`src/hw/shift_compare_regs.svh`:
```
// Constants for the shift and compare datapath: widths, opcodes,
// compare selectors and reset values.
// Assumes a 30-bit word with the sign in the top bit.
`ifndef SHIFT_COMPARE_REGS_SVH
`define SHIFT_COMPARE_REGS_SVH

// Word and field widths
`define WORD_W 30
`define PAIR_W 60
`define COUNT_W 6
`define OPCODE_W 6
`define SEL_W 3

// Opcodes handled by this datapath
`define OP_SHR_EXT 6'h01
`define OP_SHR_SUM 6'h02
`define OP_SHR_PAIR 6'h03
`define OP_COMPARE 6'h04
`define OP_ROL_EXT 6'h05
`define OP_ROL_SUM 6'h06

// Skip selector codes
`define SEL_NEVER 3'h0
`define SEL_ALWAYS 3'h1
`define SEL_LE_EXT 3'h2
`define SEL_GT_EXT 3'h3
`define SEL_IN_RANGE 3'h4
`define SEL_OUT_RANGE 3'h5
`define SEL_LE_SUM 3'h6
`define SEL_GT_SUM 3'h7

// Rotation folding points and reset values
`define ROT_WRAP1 6'h1e
`define ROT_WRAP2 6'h3c
`define WORD_RST 30'h0000_0000

`endif

```
`src/hw/shift_compare_pkg.sv`:
```
// Types shared by the shift and compare datapath files.
// Assumes the constants header is on the include path.
`include "shift_compare_regs.svh"

package shift_compare_pkg;

	typedef logic [`WORD_W-1:0] word_t;
	typedef logic [`PAIR_W-1:0] pair_t;
	typedef logic [`COUNT_W-1:0] count_t;
	typedef logic [`OPCODE_W-1:0] opcode_t;
	typedef logic [`SEL_W-1:0] sel_t;

	// Whole state of the datapath top
	typedef struct packed {
		word_t sum;
		word_t ext;
		logic skip;
		logic done;
	} core_state_t;

	// Results of the shift unit; it is purely combinational and holds no state
	typedef struct packed {
		word_t sum;
		word_t ext;
	} unit_result_t;

endpackage

```
`src/hw/shift_if.sv`:
```
// Interface between the datapath top and its shift unit.
// Assumes both ends share one clock; the unit answers in the same cycle.
`timescale 1ns/10ps
`default_nettype none
`include "shift_compare_regs.svh"

interface shift_if;
	import shift_compare_pkg::*;

	opcode_t op;
	count_t count;
	word_t sum;
	word_t ext;
	word_t res_sum;
	word_t res_ext;

	// Top side: drives operands, reads results
	modport core (
		output op,
		output count,
		output sum,
		output ext,
		input res_sum,
		input res_ext
	);

	// Unit side: reads operands, drives results
	modport unit (
		input op,
		input count,
		input sum,
		input ext,
		output res_sum,
		output res_ext
	);

endinterface

`default_nettype wire

```
`src/hw/shift_unit.sv`:
```
// Combinational shifter for the sum, extension and paired registers.
// Assumes the count is already cut to six bits by the caller.
`timescale 1ns/10ps
`default_nettype none
`include "shift_compare_regs.svh"

module shift_unit
	import shift_compare_pkg::*;
(
	shift_if.unit sif
);

	unit_result_t res_d;

	// -------------------------------------------------------------
	// Shift network
	// -------------------------------------------------------------

	// Counts above the word length fold back; 30 places of rotation
	// return the word to itself, so folding keeps the result exact
	function automatic count_t fold_count(input count_t c);
		count_t r;
		r = c;
		if (c >= `ROT_WRAP2) begin
			r = c - `ROT_WRAP2;
		end else if (c >= `ROT_WRAP1) begin
			r = c - `ROT_WRAP1;
		end
		return r;
	endfunction

	// Left rotation through a doubled word
	function automatic word_t rotl(input word_t w, input count_t c);
		pair_t dbl;
		dbl = {w, w} << fold_count(c);
		return dbl[`PAIR_W-1:`WORD_W];
	endfunction

	always_comb begin
		logic signed [`WORD_W-1:0] s_sum;
		logic signed [`WORD_W-1:0] s_ext;
		logic signed [`PAIR_W-1:0] s_pair;
		s_sum = sif.sum;
		s_ext = sif.ext;
		s_pair = {sif.sum, sif.ext};
		res_d.sum = sif.sum;
		res_d.ext = sif.ext;
		unique case (sif.op)
			`OP_SHR_EXT: begin
				res_d.ext = s_ext >>> sif.count;
			end
			`OP_SHR_SUM: begin
				res_d.sum = s_sum >>> sif.count;
			end
			`OP_SHR_PAIR: begin
				// Sign of the sum half fills the top of the pair
				s_pair = s_pair >>> sif.count;
				res_d.sum = s_pair[`PAIR_W-1:`WORD_W];
				res_d.ext = s_pair[`WORD_W-1:0];
			end
			`OP_ROL_EXT: begin
				res_d.ext = rotl(sif.ext, sif.count);
			end
			`OP_ROL_SUM: begin
				res_d.sum = rotl(sif.sum, sif.count);
			end
			default: begin
				res_d.sum = sif.sum;
				res_d.ext = sif.ext;
			end
		endcase
	end

	assign sif.res_sum = res_d.sum;
	assign sif.res_ext = res_d.ext;

endmodule

`default_nettype wire

```
`src/hw/shift_compare_datapath.sv`:
```
// Shift and compare part of the arithmetic datapath: sum and extension
// registers, their right and circular shifts, and the signed compare
// that produces the skip decision.
// Assumes the sequencer presents one operation per cycle at most and
// acts on the skip flag in the cycle that the done pulse marks.
`timescale 1ns/10ps
`default_nettype none
`include "shift_compare_regs.svh"

// Functional notes
// - Opcode 01 shifts extension right, sign fill.
// - Opcode 02 shifts sum right, sign fill.
// - Shift count is low six operand bits.
// - Opcode 03 shifts sum:extension pair right.
// - Pair shift fills with sum sign.
// - Opcode 05 rotates extension left.
// - Opcode 06 rotates sum left.
// - Opcode 04 compares signed, registers unchanged.
// - Selector 0 never skips, 1 always.
// - Selector 2 operand<=ext, 3 operand>ext.
// - Selector 4 ext>=operand and operand>sum.
// - Selector 5 operand>ext or operand<=sum.
// - Selector 6 operand<=sum, 7 operand>sum.
module shift_compare_datapath
	import shift_compare_pkg::*;
(
	input wire logic clk,
	input wire logic nrst,
	input wire logic op_valid,
	input wire opcode_t opcode,
	input wire word_t operand,
	input wire sel_t skip_sel,
	input wire logic load_sum,
	input wire logic load_ext,
	input wire word_t load_data,
	output logic op_accept,
	output logic op_done,
	output logic skip,
	output word_t sum_out,
	output word_t ext_out
);

	core_state_t state_q;
	core_state_t state_d;
	shift_if sif ();

	logic op_legal;
	logic is_compare;
	logic signed [`WORD_W-1:0] s_opnd;
	logic signed [`WORD_W-1:0] s_sum;
	logic signed [`WORD_W-1:0] s_ext;
	logic opnd_le_ext;
	logic opnd_gt_ext;
	logic opnd_le_sum;
	logic opnd_gt_sum;
	logic skip_cmp;

	// -------------------------------------------------------------
	// Operation decode
	// -------------------------------------------------------------

	// Only the six opcodes of this datapath are taken; anything else is
	// left to other units and neither changes state nor pulses done
	always_comb begin
		op_legal = 1'b0;
		unique case (opcode)
			`OP_SHR_EXT,
			`OP_SHR_SUM,
			`OP_SHR_PAIR,
			`OP_COMPARE,
			`OP_ROL_EXT,
			`OP_ROL_SUM: begin
				op_legal = 1'b1;
			end
			default: begin
				op_legal = 1'b0;
			end
		endcase
	end

	assign is_compare = (opcode == `OP_COMPARE);
	assign op_accept = op_valid & op_legal;

	// -------------------------------------------------------------
	// Shift unit hookup
	// -------------------------------------------------------------

	// Upper 24 operand bits never reach the shifter
	assign sif.op = opcode;
	assign sif.count = operand[`COUNT_W-1:0];
	assign sif.sum = state_q.sum;
	assign sif.ext = state_q.ext;

	shift_unit shift_unit_i (
		.sif(sif)
	);

	// -------------------------------------------------------------
	// Signed compare
	// -------------------------------------------------------------

	// Two's complement view of all three words
	assign s_opnd = operand;
	assign s_sum = state_q.sum;
	assign s_ext = state_q.ext;

	assign opnd_le_ext = (s_opnd <= s_ext);
	assign opnd_gt_ext = (s_opnd > s_ext);
	assign opnd_le_sum = (s_opnd <= s_sum);
	assign opnd_gt_sum = (s_opnd > s_sum);

	// Selector picks one relation; all eight codes are legal
	always_comb begin
		skip_cmp = 1'b0;
		unique case (skip_sel)
			`SEL_NEVER: begin
				skip_cmp = 1'b0;
			end
			`SEL_ALWAYS: begin
				skip_cmp = 1'b1;
			end
			`SEL_LE_EXT: begin
				skip_cmp = opnd_le_ext;
			end
			`SEL_GT_EXT: begin
				skip_cmp = opnd_gt_ext;
			end
			`SEL_IN_RANGE: begin
				skip_cmp = opnd_le_ext & opnd_gt_sum;
			end
			`SEL_OUT_RANGE: begin
				skip_cmp = opnd_gt_ext | opnd_le_sum;
			end
			`SEL_LE_SUM: begin
				skip_cmp = opnd_le_sum;
			end
			`SEL_GT_SUM: begin
				skip_cmp = opnd_gt_sum;
			end
		endcase
	end

	// -------------------------------------------------------------
	// Next state
	// -------------------------------------------------------------

	// An accepted operation wins over a load in the same cycle, so a
	// shift never mixes with an entered value
	always_comb begin
		state_d = state_q;
		state_d.done = 1'b0;
		state_d.skip = 1'b0;
		if (op_accept) begin
			state_d.done = 1'b1;
			if (is_compare) begin
				state_d.skip = skip_cmp;
				state_d.sum = state_q.sum;
				state_d.ext = state_q.ext;
			end else begin
				state_d.sum = sif.res_sum;
				state_d.ext = sif.res_ext;
			end
		end else begin
			if (load_sum) begin
				state_d.sum = load_data;
			end
			if (load_ext) begin
				state_d.ext = load_data;
			end
		end
	end

	// -------------------------------------------------------------
	// State register
	// -------------------------------------------------------------

	always_ff @(posedge clk or negedge nrst) begin
		if (!nrst) begin
			state_q.sum <= `WORD_RST;
			state_q.ext <= `WORD_RST;
			state_q.skip <= 1'b0;
			state_q.done <= 1'b0;
		end else begin
			state_q <= state_d;
		end
	end

	// Outputs straight from flip-flops
	assign op_done = state_q.done;
	assign skip = state_q.skip;
	assign sum_out = state_q.sum;
	assign ext_out = state_q.ext;

endmodule

`default_nettype wire

```
`config.mk`:
```
export PLATFORM = sky130hd
export DESIGN_NAME = shift_compare_datapath
export DESIGN_NICKNAME = d
export VERILOG_FILES = /design/src/hw/shift_compare_pkg.sv /design/src/hw/shift_if.sv /design/src/hw/shift_unit.sv /design/src/hw/shift_compare_datapath.sv
export VERILOG_INCLUDE_DIRS = /design/src /design/src/hw
export SDC_FILE = /design/constraint.sdc
export NUM_CORES = 1
export LEC_CHECK = 0
export CAP_MARGIN = 20
export CORE_ASPECT_RATIO = 1.2
export CORE_MARGIN = 2
export CORE_UTILIZATION = 36
export CTS_CLUSTER_SIZE = 8
export DETAILED_ROUTE_END_ITERATION = 16
export DONT_BUFFER_PORTS = 1
export PLACE_DENSITY = 0.57
export SYNTH_ARGS = -nofsm -noshare
export SYNTH_HDL_FRONTEND = slang
export SYNTH_SLANG_ARGS = --single-unit
export TNS_END_PERCENT = 50
```
`constraint.sdc`:
```
create_clock -name clk -period 3.5 [get_ports clk]
set_input_delay 0.35 -clock clk [delete_from_list [all_inputs] [get_ports clk]]
set_output_delay 0.35 -clock clk [all_outputs]
set_load 0.1 [all_outputs]
```
==> run summary <==
Seq/Total Area, Yosys -> 0.103
Synth async-reset ratio -> 1.00
Finished Core Util -> 0.424
Drt first pass iters -> 6
MaxCap Viol Count -> 0
Drt wl/cell -> 35.9 um
Area contributors post-synth -> mux2i_1 12%, dfrtp_1 10%, mux4_2 10%
Critical path, cell by cell -> mux2_2, o22ai_1, o21ai_0, nand2_1, o21ai_0, o21ai_0, a211oi_1, a221o_1
I/O pin total -> 137
Initial antenna violation count -> 7
Syn Std Cell Area -> 15100 um^2
Total track usage -> 0.443
Crit share post-route -> 0.994
Post-route ant nets -> 0
Critical Path Most Common Cell -> o21ai_0
Final Power -> 7320 uW
Die span in x -> 191 um
Initial Util -> 0.364
Initial drt markers -> 3084
First-pass GRT wire length -> 138 mm
Routability cong. -> 1.08
CP max FO -> 8
Power Density -> 416 nW/um^2
Routed WL -> 98.0 mm
CTS max path bufs -> 2
FF+latch count, synth -> 62
Ys Warns -> 0
Htree depth -> 3
CP startpoint -> sum_out[17]$_DFFE_PN0P_
Root buf cell -> clkbuf_16
Number of global-route vias before repair -> 17991
Hold_sp -> load_data[28]
Layout net count -> 2314
Max incr delay on CP -> 0.70 ns
Max Fclk -> 288 MHz
HPWL after detailed placement -> 76.8 mm
Clk sinks -> 62
CP bufs+invs -> 0
Site Rows -> 82
Critical path data arrival time -> 3.79 ns
Type of origin of the critical path -> flop
Layout cells sized above 1 -> 0.216
Worst VDD drop -> 0.268 mV
Crit-path slowest cell -> dfrtp_1
Slew of the pin with the lowest slew margin -> 1.23 ns
Final setup viols -> 0
Global route overflow -> 0
Commonest cells after routing, fill and taps aside -> 283 x buf_4, 268 x nand2_1, 188 x mux2i_1, 180 x a21oi_1, 168 x nor2_1
R2r startpoint -> sum_out[17]$_DFFE_PN0P_
Core Area -> 41600 um^2
Area growth from synthesis to layout -> 16.5%
Status -> finished, final reports clean
Number of synthesized flops with an enable pin -> 0
Distinct cells, synth -> 85
Die H -> 228 um
Delay-heaviest family, CP -> compound AO/OA/AOI/OAI gates
CTS tree -> yes
Cell count after synthesis -> 2068
RSZ-0062 raised after global routing -> no
Commonest non-fill, non-tap cell in the layout -> buf_4
Final cell count without fillers -> 2728
Syn Nets -> 2207
Post-CTS Resized -> 0
Skew final -> 0.00951 ns
Inserted Clock Buffers -> 9
Via count -> 19163
# placed instances -> 2708
Post-synth top area share -> 0.125
CP Data Required Time -> 3.81 ns
Final min period -> 3.48 ns
Clock latency on the worst-skew pair -> 0.37 ns
Slew HR -> 0.174
Main synth FF type -> dfrtp_1
Port bufs -> 0
Worst Setup Path Type -> reg2reg
Clock-pin slew on the worst setup and hold paths -> 0.07 ns
Pleak -> 0.00751 uW
Pin count of the biggest net entering global routing -> 170
Final Hold Viols -> 0
Crit end category -> flop
Avg Cell Area, Syn -> 7.31 um^2
Worst hold path class -> in2reg
Yosys top cell by area -> mux2i_1
Die area -> 43600 um^2
Vias per Instance -> 7.02
DRC violations left -> 0
Final Max Tran Viols -> 0
Post-CTS setup buffer count -> 0
synthesized netlist by cell type (20+ instances only):
master and instances:
o211ai_1 42, a211oi_1 62, mux2_2 51, a31oi_1 42, inv_1 66, clkbuf_1 101, mux2i_1 188, a21oi_1 180
o31ai_1 20, dfrtp_1 62, mux4_2 68, o21ai_0 161, a221oi_1 21, o22ai_1 25, nor2_1 169, ha_1 65
nor3_1 52, nand2_1 269, buf_1 26, nand3_1 61, buf_2 55
layout make-up:
cell class	count	area, um^2
Multi-Input combinational cell	1733	12400
Clock inverter	5	25.0
Tap cell	546	683
Antenna cell	2	5.00
Inverter	72	273
Fill cell	4408	23900
Timing Repair Buffer	297	2400
Clock buffer	11	243
Sequential cell	62	1550
worst paths after layout:
kind	to	slack (ns)	cells past startpoint
setup / recovery	ext_out[2]$_DFFE_PN0P_	0.02	8
hold / removal	sum_out[28]$_DFFE_PN0P_	0.20	2
setup reg to reg	ext_out[2]$_DFFE_PN0P_	0.02	8
hold reg to reg	ext_out[4]$_DFFE_PN0P_	0.63	2
max in group asynchronous	sum_out[29]$_DFFE_PN0P_	2.59	2
min in group asynchronous	ext_out[1]$_DFFE_PN0P_	0.57	2
sequential cells by signal (all words and copies together), names as in the netlist:
| register | count |
|---|---|
| skip | 1 |
| ext_out | 30 |
| sum_out | 30 |
| op_done | 1 |
report_power, final:
part	internal [uW]	total [uW]	switching, uW
registers	814	1110	299
logic	1790	5300	3520
clock network	493	906	412
total	3090	7320	4230
stage by stage:
stage | setup WS (ns) | TNS (ns) | hold WS [ns] | cell area (um^2)
after floorplan | 0.0414 | 0 | 0.0544 | 15100
after global placement | -0.0631 | -0.210 | 0.0565 | 17300
after detailed placement | -0.0299 | -0.0339 | 0.0571 | 17300
after CTS | 0.290 | 0 | 0.197 | 17600
after global routing | 0.0614 | 0 | 0.199 | 17600
final | 0.0226 | 0 | 0.197 | 17600
logic make-up after synthesis:
| group | share of synthesized area |
|---|---|
| compound gates | 0.308 |
| fa+ha+maj | 0.0538 |
| buf+inv | 0.0786 |
| flops | 0.103 |
| mux | 0.264 |
| simple gates | 0.193 |
per-layer routing:
layer / GRT usage / routed length (um)
met1: 0.572 / 37200
met2: 0.650 / 41600
met3: 0.105 / 10800
met4: 0.295 / 8300
met5: 0 / 54
worst reg2reg max path, cell delays in order, from the launching register on:
cell and delay (ns):
dfrtp_1 0.70, mux2_2 0.33, o22ai_1 0.10, o21ai_0 0.52, nand2_1 0.10, o21ai_0 0.66, o21ai_0 0.27, a211oi_1 0.55
a221o_1 0.19
timing repair:
item / 4_1_cts / 5_1_grt
endpoints found under the setup margin: 0 / 0
hold buffers: 2 / 0
endpoints found under the hold margin: 62 / 0
No activity file was read; power rests on OpenSTA's default activity.
